==> src/hw/vch_pkg.sv <==
package vch_pkg;
    localparam int VCH_ADDR_W = 8;
    localparam int VCH_DATA_W = 32;
    // host interface register offsets
    localparam logic [7:0] VCH_OFF_CMD = 8'h00;
    localparam logic [7:0] VCH_OFF_ARG0 = 8'h04;
    localparam logic [7:0] VCH_OFF_ARG1 = 8'h08;
    localparam logic [7:0] VCH_OFF_ARG2 = 8'h0C;
    localparam logic [7:0] VCH_OFF_STATUS = 8'h10;
    localparam logic [7:0] VCH_OFF_IRQ_ACK = 8'h14;
    localparam logic [7:0] VCH_OFF_CTRL = 8'h18;
    localparam logic [7:0] VCH_OFF_UCODE_BASE = 8'h1C;
    localparam logic [7:0] VCH_OFF_WORK_BASE = 8'h20;
    localparam logic [7:0] VCH_OFF_GLB_OPT = 8'h24;
    localparam logic [7:0] VCH_OFF_BS_RD = 8'h28;
    localparam logic [7:0] VCH_OFF_BS_WR = 8'h2C;
    localparam logic [7:0] VCH_OFF_BS_SIZE = 8'h30;
    localparam logic [7:0] VCH_OFF_BS_FREE = 8'h34;
    // command codes
    localparam logic [3:0] VCH_CMD_CREATE = 4'h1;
    localparam logic [3:0] VCH_CMD_CLOSE = 4'h2;
    localparam logic [3:0] VCH_CMD_PIC_RUN = 4'h3;
    // result status codes in ARG1
    localparam logic [31:0] VCH_RES_OK = 32'h0000_0000;
    localparam logic [31:0] VCH_RES_NO_HANDLE = 32'h0000_0001;
    localparam logic [31:0] VCH_RES_BAD_HANDLE = 32'h0000_0002;
    localparam logic [31:0] VCH_RES_BAD_CMD = 32'h0000_0003;
    // status and control bit positions
    localparam int VCH_ST_BUSY = 0;
    localparam int VCH_ST_LOADING = 1;
    localparam int VCH_ST_RUN = 2;
    localparam int VCH_ST_IRQ = 3;
    localparam int VCH_CTRL_RUN = 0;
    localparam int VCH_ACK_BIT = 0;
    // microcode image per coding standard
    localparam int VCH_UCODE_BYTES = 16384;
    localparam int VCH_WORD_BYTES = 4;
    localparam int VCH_UCODE_WORDS = VCH_UCODE_BYTES / VCH_WORD_BYTES;
    localparam int VCH_UCODE_SHIFT = $clog2(VCH_UCODE_BYTES);
    localparam int VCH_WORD_SHIFT = $clog2(VCH_WORD_BYTES);
    localparam int VCH_STD_W = 4;
    localparam int VCH_CTX_W = 16;
    localparam int VCH_NUM_INST = 4;
endpackage

==> src/hw/vch_if.sv <==
interface vch_if;
    import vch_pkg::*;
    logic req;
    logic we;
    logic [VCH_ADDR_W-1:0] addr;
    logic [VCH_DATA_W-1:0] wdata;
    logic [VCH_DATA_W-1:0] rdata;
    logic ack;
    logic irq;
    modport dev (
        input req, we, addr, wdata,
        output rdata, ack, irq
    );
    modport host (
        output req, we, addr, wdata,
        input rdata, ack, irq
    );
endinterface

==> src/hw/vch_dev.sv <==
// Functional notes
// each picture job completes, then interrupt
// job inputs latched before start, no host talk
// host checks ready before new picture command
// fetch missing standard microcode into program memory
// per-instance context created and updated per job
// handle issued only when free; close per instance
// command register plus shared command I/O registers
// command I/O overwritten per command, fixed layout
// global registers untouched by instance switches
// control register boots controller, shows status
// one writer per ring pointer
// stream free space readable any time
// working and frame buffers device-only during jobs
// busy set on command, cleared at completion
// interrupt held until host acknowledge write
module vch_dev
    import vch_pkg::*;
#(
    parameter int NUM_INST = VCH_NUM_INST,
    parameter int UCODE_WORDS = VCH_UCODE_WORDS
) (
    // clock and reset
    input wire logic clk_sys_in,
    input wire logic rst_in,
    // host interface
    vch_if.dev hif,
    // microcode fetch from shared memory
    output logic mem_rd_out,
    output logic [31:0] mem_addr_out,
    input wire logic [31:0] mem_rdata_in,
    input wire logic mem_rvalid_in,
    // program memory write port
    output logic pm_we_out,
    output logic [$clog2(UCODE_WORDS)-1:0] pm_addr_out,
    output logic [31:0] pm_data_out,
    // picture engine
    output logic job_start_out,
    output logic [$clog2(NUM_INST)-1:0] job_inst_out,
    output logic [VCH_STD_W-1:0] job_std_out,
    output logic [31:0] job_arg_out,
    output logic [VCH_CTX_W-1:0] job_ctx_out,
    output logic [31:0] job_work_base_out,
    input wire logic job_done_in,
    input wire logic [31:0] job_result_in,
    input wire logic job_rd_upd_in,
    input wire logic [31:0] job_rd_ptr_in
);
    localparam int IW = $clog2(UCODE_WORDS);
    localparam int HW = $clog2(NUM_INST);

    typedef enum logic [3:0] {
        DS_IDLE = 4'b0001,
        DS_LREQ = 4'b0010,
        DS_LWAIT = 4'b0100,
        DS_RUN = 4'b1000
    } vch_dst_t;

    typedef struct packed {
        vch_dst_t st;
        logic ack;
        logic [31:0] rdata;
        logic irq;
        logic busy;
        logic pend;
        logic run;
        logic [3:0] cmd;
        logic [2:0][31:0] arg;
        logic [31:0] ucode_base;
        logic [31:0] work_base;
        logic [31:0] glb_opt;
        logic [31:0] bs_rd;
        logic [31:0] bs_wr;
        logic [31:0] bs_size;
        logic res_vld;
        logic [VCH_STD_W-1:0] res_std;
        logic [NUM_INST-1:0] used;
        logic [NUM_INST-1:0][VCH_STD_W-1:0] istd;
        logic [NUM_INST-1:0][VCH_CTX_W-1:0] ctx;
        logic [HW-1:0] cur;
        logic [IW-1:0] idx;
        logic mem_rd;
        logic [31:0] mem_addr;
        logic pm_we;
        logic [IW-1:0] pm_addr;
        logic [31:0] pm_data;
        logic job_start;
        logic [31:0] job_arg;
        logic [VCH_STD_W-1:0] job_std;
        logic [VCH_CTX_W-1:0] job_ctx;
    } vch_dstate_t;

    vch_dstate_t r, n;

    function automatic logic [31:0] free_space(input logic [31:0] rd,
                                               input logic [31:0] wr,
                                               input logic [31:0] size);
        logic [31:0] used;
        used = (wr >= rd) ? (wr - rd) : (size - rd + wr);
        return size - used;
    endfunction

    function automatic logic [31:0] ucode_addr(input logic [31:0] base,
                                               input logic [VCH_STD_W-1:0] std,
                                               input logic [IW-1:0] idx);
        return base + (32'(std) << VCH_UCODE_SHIFT) + (32'(idx) << VCH_WORD_SHIFT);
    endfunction

    always_comb begin
        logic found;
        logic [HW-1:0] h;
        found = 1'b0;
        h = '0;
        n = r;
        n.ack = 1'b0;
        n.mem_rd = 1'b0;
        n.pm_we = 1'b0;
        n.job_start = 1'b0;
        if (hif.req) begin
            n.ack = 1'b1;
            if (hif.we) begin
                case (hif.addr)
                    // command register write
                    VCH_OFF_CMD: begin
                        // command while busy dropped
                        if (!r.busy && r.run) begin
                            n.cmd = hif.wdata[3:0];
                            n.pend = 1'b1;
                            // busy on accept
                            n.busy = 1'b1;
                        end
                    end
                    // arguments frozen while busy
                    VCH_OFF_ARG0: if (!r.busy) n.arg[0] = hif.wdata;
                    VCH_OFF_ARG1: if (!r.busy) n.arg[1] = hif.wdata;
                    VCH_OFF_ARG2: if (!r.busy) n.arg[2] = hif.wdata;
                    // acknowledge clears interrupt
                    VCH_OFF_IRQ_ACK: if (hif.wdata[VCH_ACK_BIT]) n.irq = 1'b0;
                    // controller run enable
                    VCH_OFF_CTRL: n.run = hif.wdata[VCH_CTRL_RUN];
                    // global registers, host only
                    VCH_OFF_UCODE_BASE: if (!r.busy) n.ucode_base = hif.wdata;
                    // working buffer fixed during jobs
                    VCH_OFF_WORK_BASE: if (!r.busy) n.work_base = hif.wdata;
                    VCH_OFF_GLB_OPT: n.glb_opt = hif.wdata;
                    // host owns write pointer only
                    VCH_OFF_BS_WR: n.bs_wr = hif.wdata;
                    VCH_OFF_BS_SIZE: if (!r.busy) n.bs_size = hif.wdata;
                    default: ;
                endcase
            end else begin
                case (hif.addr)
                    VCH_OFF_CMD: n.rdata = {28'h000_0000, r.cmd};
                    VCH_OFF_ARG0: n.rdata = r.arg[0];
                    VCH_OFF_ARG1: n.rdata = r.arg[1];
                    VCH_OFF_ARG2: n.rdata = r.arg[2];
                    // controller status view
                    VCH_OFF_STATUS: begin
                        n.rdata = '0;
                        n.rdata[VCH_ST_BUSY] = r.busy;
                        n.rdata[VCH_ST_LOADING] = r.st != DS_IDLE && r.st != DS_RUN;
                        n.rdata[VCH_ST_RUN] = r.run;
                        n.rdata[VCH_ST_IRQ] = r.irq;
                    end
                    VCH_OFF_CTRL: n.rdata = {31'h0000_0000, r.run};
                    VCH_OFF_UCODE_BASE: n.rdata = r.ucode_base;
                    VCH_OFF_WORK_BASE: n.rdata = r.work_base;
                    VCH_OFF_GLB_OPT: n.rdata = r.glb_opt;
                    VCH_OFF_BS_RD: n.rdata = r.bs_rd;
                    VCH_OFF_BS_WR: n.rdata = r.bs_wr;
                    VCH_OFF_BS_SIZE: n.rdata = r.bs_size;
                    // free space on demand
                    VCH_OFF_BS_FREE: n.rdata = free_space(r.bs_rd, r.bs_wr, r.bs_size);
                    default: n.rdata = '0;
                endcase
            end
        end
        // device owns read pointer
        if (job_rd_upd_in) n.bs_rd = job_rd_ptr_in;
        unique case (r.st)
            DS_IDLE: begin
                if (r.pend) begin
                    n.pend = 1'b0;
                    h = r.arg[0][HW-1:0];
                    // results overwrite command I/O
                    unique case (r.cmd)
                        VCH_CMD_CREATE: begin
                            for (int i = NUM_INST - 1; i >= 0; i--) begin
                                if (!r.used[i]) begin
                                    found = 1'b1;
                                    h = HW'(i);
                                end
                            end
                            // handle only when free
                            if (found) begin
                                n.used[h] = 1'b1;
                                n.istd[h] = r.arg[0][VCH_STD_W-1:0];
                                // context created
                                n.ctx[h] = '0;
                                n.arg[0] = 32'(h);
                                n.arg[1] = VCH_RES_OK;
                            end else begin
                                n.arg[1] = VCH_RES_NO_HANDLE;
                            end
                            n.busy = 1'b0;
                            n.irq = 1'b1;
                        end
                        VCH_CMD_CLOSE: begin
                            // close one instance
                            n.arg[1] = r.used[h] ? VCH_RES_OK : VCH_RES_BAD_HANDLE;
                            n.used[h] = 1'b0;
                            n.busy = 1'b0;
                            n.irq = 1'b1;
                        end
                        VCH_CMD_PIC_RUN: begin
                            if (!r.used[h]) begin
                                n.arg[1] = VCH_RES_BAD_HANDLE;
                                n.busy = 1'b0;
                                n.irq = 1'b1;
                            end else begin
                                // job inputs latched
                                n.cur = h;
                                n.job_arg = r.arg[1];
                                n.idx = '0;
                                // reload on standard change
                                if (r.res_vld && r.res_std == r.istd[h]) begin
                                    n.job_start = 1'b1;
                                    n.st = DS_RUN;
                                end else begin
                                    n.res_vld = 1'b0;
                                    n.st = DS_LREQ;
                                end
                            end
                        end
                        default: begin
                            n.arg[1] = VCH_RES_BAD_CMD;
                            n.busy = 1'b0;
                            n.irq = 1'b1;
                        end
                    endcase
                end
            end
            DS_LREQ: begin
                // microcode word fetch
                n.mem_rd = 1'b1;
                n.mem_addr = ucode_addr(r.ucode_base, r.istd[r.cur], r.idx);
                n.st = DS_LWAIT;
            end
            DS_LWAIT: begin
                if (mem_rvalid_in) begin
                    n.pm_we = 1'b1;
                    n.pm_addr = r.idx;
                    n.pm_data = mem_rdata_in;
                    if (r.idx == IW'(UCODE_WORDS - 1)) begin
                        n.res_vld = 1'b1;
                        n.res_std = r.istd[r.cur];
                        n.job_start = 1'b1;
                        n.st = DS_RUN;
                    end else begin
                        n.idx = r.idx + 1'b1;
                        n.st = DS_LREQ;
                    end
                end
            end
            DS_RUN: begin
                if (job_done_in) begin
                    // context updated per job
                    n.ctx[r.cur] = r.ctx[r.cur] + 1'b1;
                    n.arg[0] = job_result_in;
                    n.arg[1] = VCH_RES_OK;
                    n.arg[2] = 32'(n.ctx[r.cur]);
                    // busy cleared with completion
                    n.busy = 1'b0;
                    // completion interrupt, wins over ack
                    n.irq = 1'b1;
                    n.st = DS_IDLE;
                end
            end
        endcase
        n.job_std = n.istd[n.cur];
        n.job_ctx = n.ctx[n.cur];
    end

    always_ff @(posedge clk_sys_in) begin
        if (rst_in) begin
            r <= '0;
            r.st <= DS_IDLE;
        end else begin
            r <= n;
        end
    end

    assign hif.ack = r.ack;
    assign hif.rdata = r.rdata;
    // level held until acknowledged
    assign hif.irq = r.irq;
    assign mem_rd_out = r.mem_rd;
    assign mem_addr_out = r.mem_addr;
    assign pm_we_out = r.pm_we;
    assign pm_addr_out = r.pm_addr;
    assign pm_data_out = r.pm_data;
    assign job_start_out = r.job_start;
    assign job_inst_out = r.cur;
    assign job_std_out = r.job_std;
    assign job_arg_out = r.job_arg;
    assign job_ctx_out = r.job_ctx;
    assign job_work_base_out = r.work_base;
endmodule

==> src/flat_wrapper.sv <==
// flat-port wrapper written by rule: the top's interface ports become plain ports
module vch_dev_flat import vch_pkg::*;
#(
    parameter int NUM_INST = VCH_NUM_INST,
    parameter int UCODE_WORDS = VCH_UCODE_WORDS
)
  (clk_sys_in, rst_in, mem_rd_out, mem_addr_out, mem_rdata_in, mem_rvalid_in, pm_we_out, pm_addr_out, pm_data_out, job_start_out, job_inst_out, job_std_out, job_arg_out, job_ctx_out, job_work_base_out, job_done_in, job_result_in, job_rd_upd_in, job_rd_ptr_in, hif_req, hif_we, hif_addr, hif_wdata, hif_rdata, hif_ack, hif_irq);
  vch_if hif_i ();
  input wire logic clk_sys_in;
  input wire logic rst_in;
  output logic mem_rd_out;
  output logic [31:0] mem_addr_out;
  input wire logic [31:0] mem_rdata_in;
  input wire logic mem_rvalid_in;
  output logic pm_we_out;
  output logic [$clog2(UCODE_WORDS)-1:0] pm_addr_out;
  output logic [31:0] pm_data_out;
  output logic job_start_out;
  output logic [$clog2(NUM_INST)-1:0] job_inst_out;
  output logic [VCH_STD_W-1:0] job_std_out;
  output logic [31:0] job_arg_out;
  output logic [VCH_CTX_W-1:0] job_ctx_out;
  output logic [31:0] job_work_base_out;
  input wire logic job_done_in;
  input wire logic [31:0] job_result_in;
  input wire logic job_rd_upd_in;
  input wire logic [31:0] job_rd_ptr_in;
  input wire logic [$bits(hif_i.req)-1:0] hif_req;
  input wire logic [$bits(hif_i.we)-1:0] hif_we;
  input wire logic [$bits(hif_i.addr)-1:0] hif_addr;
  input wire logic [$bits(hif_i.wdata)-1:0] hif_wdata;
  output wire logic [$bits(hif_i.rdata)-1:0] hif_rdata;
  output wire logic [$bits(hif_i.ack)-1:0] hif_ack;
  output wire logic [$bits(hif_i.irq)-1:0] hif_irq;
  assign hif_i.req = hif_req;
  assign hif_i.we = hif_we;
  assign hif_i.addr = hif_addr;
  assign hif_i.wdata = hif_wdata;
  assign hif_rdata = hif_i.rdata;
  assign hif_ack = hif_i.ack;
  assign hif_irq = hif_i.irq;
  vch_dev #(.NUM_INST(NUM_INST), .UCODE_WORDS(UCODE_WORDS)) u_core (.clk_sys_in(clk_sys_in), .rst_in(rst_in), .hif(hif_i), .mem_rd_out(mem_rd_out), .mem_addr_out(mem_addr_out), .mem_rdata_in(mem_rdata_in), .mem_rvalid_in(mem_rvalid_in), .pm_we_out(pm_we_out), .pm_addr_out(pm_addr_out), .pm_data_out(pm_data_out), .job_start_out(job_start_out), .job_inst_out(job_inst_out), .job_std_out(job_std_out), .job_arg_out(job_arg_out), .job_ctx_out(job_ctx_out), .job_work_base_out(job_work_base_out), .job_done_in(job_done_in), .job_result_in(job_result_in), .job_rd_upd_in(job_rd_upd_in), .job_rd_ptr_in(job_rd_ptr_in));
endmodule
==> config.mk <==
export PLATFORM = sky130hd
export DESIGN_NAME = vch_dev_flat
export DESIGN_NICKNAME = d
export VERILOG_FILES = /design/src/hw/vch_pkg.sv /design/src/hw/vch_if.sv /design/src/hw/vch_dev.sv /design/src/flat_wrapper.sv
export SDC_FILE = /design/constraint.sdc
export NUM_CORES = 2
export LEC_CHECK = 0
export BUFFER_PORTS_ARGS = -buffer_cell sky130_fd_sc_hd__buf_2
export CAP_MARGIN = 20
export CORE_ASPECT_RATIO = 2
export CORE_MARGIN = 8
export CORE_UTILIZATION = 59
export DETAILED_ROUTE_END_ITERATION = 12
export GPL_ROUTABILITY_DRIVEN = 0
export PLACE_DENSITY = 0.8
export SYNTH_ARGS = -nofsm -noshare
export SYNTH_HDL_FRONTEND = slang
export SYNTH_SLANG_ARGS = --single-unit
==> constraint.sdc <==
create_clock -name clk_sys_in -period 14.1 [get_ports clk_sys_in]
set_input_delay 1.41 -clock clk_sys_in [delete_from_list [all_inputs] [get_ports clk_sys_in]]
set_output_delay 1.41 -clock clk_sys_in [all_outputs]
set_load 0.01 [all_outputs]
==> qor.tcl <==
set qor(outcome) {complete, no violations}
set qor(power.density_cell_area_nw_per_um2) 98.97
set qor(synthesis.nets) 4365
set qor(synth_cells) 4076
set qor(postCtsSetupRepairBufs) 0
set qor(cts_tree) {yes}
set qor(final_net_count) 4352
set qor(power_mw) 3.420
set qor(first_global_vias) 30700
set qor(clock_skew_ps) 33.41
set qor(netlist.area_leader.share_pct) 35.24
set qor(cts_inserted_buffers) 49
set qor(avgRoutedWirePerCell_um) 24.46
set qor(wirelength_met1_um) 38540
set qor(arrival_ps) 7020
set qor(post_cts_resized) 0
set qor(globalRoute.totalOverflow) 0
set qor(synthToLayoutAreaGrowth_pct) 7.287
set qor(hp_class) {flop to flop}
set qor(postSynth.topFlopCell) {sky130_fd_sc_hd__dfxtp_1}
set qor(max-vdd-ir-drop_mv) 0.1146
set qor(number_of_i_o_pins) 342
set qor(top_post_synthesis_cells_by_count) {797 x sky130_fd_sc_hd__nand2_1, 567 x sky130_fd_sc_hd__dfxtp_1, 473 x sky130_fd_sc_hd__a21oi_1, 304 x sky130_fd_sc_hd__nor2_1, 219 x sky130_fd_sc_hd__clkbuf_1}
set qor(drt-initial-drc-count) 3670
set qor(clk-insertion-delay-late_ps) 630
set qor(timing.final.crit_share_pct) 46.36
set qor(finalSetupTns_ps) 0
set qor(timing.final.crit_period_ps) 6536
set qor(die_area_um2) 62780
set qor(core.rowCount) 121
set qor(clock_tree.htree_level_count) 2
set qor(ctsRootBufferMaster) {sky130_fd_sc_hd__clkbuf_16}
set qor(maxClockFrequency_mhz) 153.0
set qor(yosys_warnings) 0
set qor(netlist.top_cell.by_area) {sky130_fd_sc_hd__dfxtp_1}
set qor(holdBufCountCts) 0
set qor(yosys_register_bits) 567
set qor(synth_cell_type_count) 89
set qor(yosysSeqAreaShare_pct) 35.24
set qor(rsz0062_at_grt) {false}
set qor(area_of_the_core_region_um2) 54200
set qor(crit_path_start_kind) {flop}
set qor(finalSetupViolations) 0
set qor(grt_start_max_net_pins) 103
set qor(final-hold-violation-count) 0
set qor(final_max_slew_viol_count) 0
set qor(synth_area_um2) 32210
set qor(maxSlewHeadroom_pct) 20.79
set qor(number_of_filler_instances_in_the_final_layout) 4717
set qor(worst_pin_slew_ps) 1185
set qor(final_layout_size_suffix_gt1_share_pct) 14.12
set qor(detailroute.via_count) 31140
set qor(postSynthAreaPerCell_um2) 7.902
set qor(cp.required_ps) 14580
set qor(clock_sink_count) 567
set qor(dr.max_layer_used) {met5}
set qor(ys_async_sr_fraction_pct) 0
set qor(detailedRoute.firstPassIterationCount) 8
set qor(initial_core_util_pct) 59.43
set qor(yosysMostFrequentCell) {sky130_fd_sc_hd__nand2_1}
set qor(timing.critical_path.fanout_max) 6
set qor(wire_length_of_the_first_global_routing_pass_um) 176200
set qor(cts.path.max_buffers) 3
set qor(synth-edff-count) 0
set qor(maxCapViolations) 0
set qor(die_y_um) 346.4
set qor(drt_antenna_net_count) 0
set qor(wl_um) 117000
set qor(port_buffers) 341
set qor(worst-setup-path-type) {flop to flop}
set qor(grt.total_usage_pct) 35.88
set qor(cts.clk_slew.worst_paths_ps) 70
set qor(wl_met3_um) 13170
set qor(die_w_um) 181.2
set qor(largest_cells_by_area_after_synthesis) {sky130_fd_sc_hd__dfxtp_1 35%, sky130_fd_sc_hd__nand2_1 9.3%, sky130_fd_sc_hd__a21oi_1 7.3%}
set qor(post_drt_via_cell_ratio) 6.508
set qor(grt_antenna_before_repair) 11
set qor(total_met2_wirelength_after_detailed_routing_um) 54560
set qor(drc) 0
set qor(pleak_nw) 13.73
set qor(cp-end-kind) {flop}
set qor(place_hpwl_um) 84270
[cells in the final DEF (no fill, tap or decap), types with 14 or more instances in the layout]
cell | netlist | routed
sky130_fd_sc_hd__inv_1 | 196 | 196
sky130_fd_sc_hd__dfxtp_1 | 567 | 567
sky130_fd_sc_hd__fa_1 | 34 | 34
sky130_fd_sc_hd__and3_1 | 28 | 28
sky130_fd_sc_hd__xor2_1 | 55 | 55
sky130_fd_sc_hd__a211oi_1 | 45 | 45
sky130_fd_sc_hd__buf_2 | 26 | 340
sky130_fd_sc_hd__a22o_1 | 25 | 25
sky130_fd_sc_hd__mux2i_1 | 101 | 100
sky130_fd_sc_hd__buf_4 | 197 | 51
sky130_fd_sc_hd__a21oi_1 | 473 | 472
sky130_fd_sc_hd__a22oi_1 | 114 | 114
sky130_fd_sc_hd__a31oi_1 | 28 | 28
sky130_fd_sc_hd__a221oi_1 | 45 | 45
sky130_fd_sc_hd__nand2_1 | 797 | 794
sky130_fd_sc_hd__nor2_1 | 304 | 292
sky130_fd_sc_hd__a21o_1 | 48 | 48
sky130_fd_sc_hd__nand4_1 | 26 | 26
sky130_fd_sc_hd__o21ai_0 | 113 | 113
sky130_fd_sc_hd__clkbuf_16 | 0 | 49
sky130_fd_sc_hd__mux4_2 | 22 | 22
sky130_fd_sc_hd__a222oi_1 | 27 | 27
sky130_fd_sc_hd__nor2b_1 | 14 | 14
sky130_fd_sc_hd__nor2_2 | 6 | 17
sky130_fd_sc_hd__o21bai_1 | 17 | 17
sky130_fd_sc_hd__nand3_1 | 62 | 60
sky130_fd_sc_hd__ha_1 | 112 | 112
sky130_fd_sc_hd__and2_1 | 17 | 16
sky130_fd_sc_hd__nand2b_1 | 18 | 17
sky130_fd_sc_hd__xnor2_1 | 78 | 78
sky130_fd_sc_hd__nor3_1 | 31 | 29
[path summary, 6_finish.rpt]
kind | start | endpoint | slack (ps) | cells after the start
max | u_core.r[235] | u_core.hif.rdata[29] | 7560 | 25
min | u_core.pm_data_out[26] | u_core.pm_data_out[26] | 450 | 2
max reg2reg | u_core.r[235] | u_core.hif.rdata[29] | 7560 | 25
min reg2reg | u_core.pm_data_out[26] | u_core.pm_data_out[26] | 450 | 2
[cell families (layout without fill, tap and decap cells)]
group                    count (synthesis)  count (layout)  share of synthesized area, %
other                                    0               8                             0
buffers and inverters                  654             679                         10.13
flip-flops                             567             567                         35.24
multiplexers                           134             134                         5.201
adder cells (fa/ha/maj)                146             146                         6.464
XOR/XNOR                               135             135                         3.753
AND/OR/NAND/NOR                       1393            1393                         18.73
AO/OA/AOI/OAI                         1047            1047                         20.48
[worst max-delay path: stages, from the launching register on]
cell                        delay [ps]
sky130_fd_sc_hd__dfxtp_1           450
sky130_fd_sc_hd__inv_1             100
sky130_fd_sc_hd__fa_1              540
sky130_fd_sc_hd__inv_1              60
sky130_fd_sc_hd__fa_1              420
sky130_fd_sc_hd__a21oi_1           200
sky130_fd_sc_hd__o21ai_1           130
sky130_fd_sc_hd__a2111oi_0         540
sky130_fd_sc_hd__nor2_1            210
sky130_fd_sc_hd__a21boi_1          260
sky130_fd_sc_hd__o21bai_1          110
sky130_fd_sc_hd__a21o_1            230
sky130_fd_sc_hd__a31oi_1           200
sky130_fd_sc_hd__xnor2_1           140
sky130_fd_sc_hd__o21ai_1            70
sky130_fd_sc_hd__ha_1              400
sky130_fd_sc_hd__nand4_1           260
sky130_fd_sc_hd__nor2_1            200
sky130_fd_sc_hd__o311ai_0          340
sky130_fd_sc_hd__a41oi_1           440
sky130_fd_sc_hd__nor2_1            130
sky130_fd_sc_hd__o21ai_0           390
sky130_fd_sc_hd__a31oi_1           170
sky130_fd_sc_hd__o21a_1            190
sky130_fd_sc_hd__o21ai_0           150
sky130_fd_sc_hd__a21oi_1            80
[layout make-up]
class                           instances  area [um^2]  share of cell area (%)
Clock inverter                         28        411.6                   1.191
Timing Repair Buffer                  394         2135                   6.177
Antenna cell                            8        20.02                 0.05793
Sequential cell                       567        11350                   32.85
Multi-Input combinational cell       2855        17720                   51.27
Clock buffer                           61         1341                   3.881
Tap cell                              676        845.8                   2.448
Inverter                              196        735.7                   2.129
[stage by stage]
step | hold WS (ps) | setup slack [ps] | util, % | std cells | cell area (um^2)
5_1_grt | 463.1 | 7330 | 63.72 | 4777 | 34540
3_3_place_gp | 437.8 | 7937 | 60.41 | 4685 | 32740
4_1_cts | 452.3 | 7809 | 63.64 | 4774 | 34490
3_5_place_dp | 443.0 | 7828 | 60.41 | 4685 | 32740
2_1_floorplan | 431.9 | 8812 | - | 4076 | 32210
6_report | 450.0 | 7564 | 63.76 | 4785 | 34560
[routing by layer]
metal / up-vias / GRT usage [%]
met2: 2110 / 59.61
met1: 14480 / 37.83
met3: 694 / 10.06
met5: - / 0
met4: 8 / 28.29
li1: 13850 / -
[registers in the layout, summed over array words and instances (netlist names), named ones only]
name and flops:
u_core.r 367, u_core.hif.rdata 32, u_core.job_arg_out 32, u_core.job_work_base_out 32, u_core.mem_addr_out 32, u_core.pm_data_out 32, u_core.job_ctx_out 16, u_core.pm_addr_out 12
u_core.job_std_out 4, u_core.job_inst_out 2, u_core.hif.ack 1, u_core.hif.irq 1, u_core.job_start_out 1, u_core.mem_rd_out 1, u_core.pm_we_out 1
[power by group]
part	total, mW	internal (mW)	switching [mW]	leakage, nW
Sequential	1.62	1.61	0.0128	4.57
Clock	1.51	0.848	0.660	0.863
Combinational	0.290	0.0975	0.192	8.29
(Power assumes the default switching activity.)
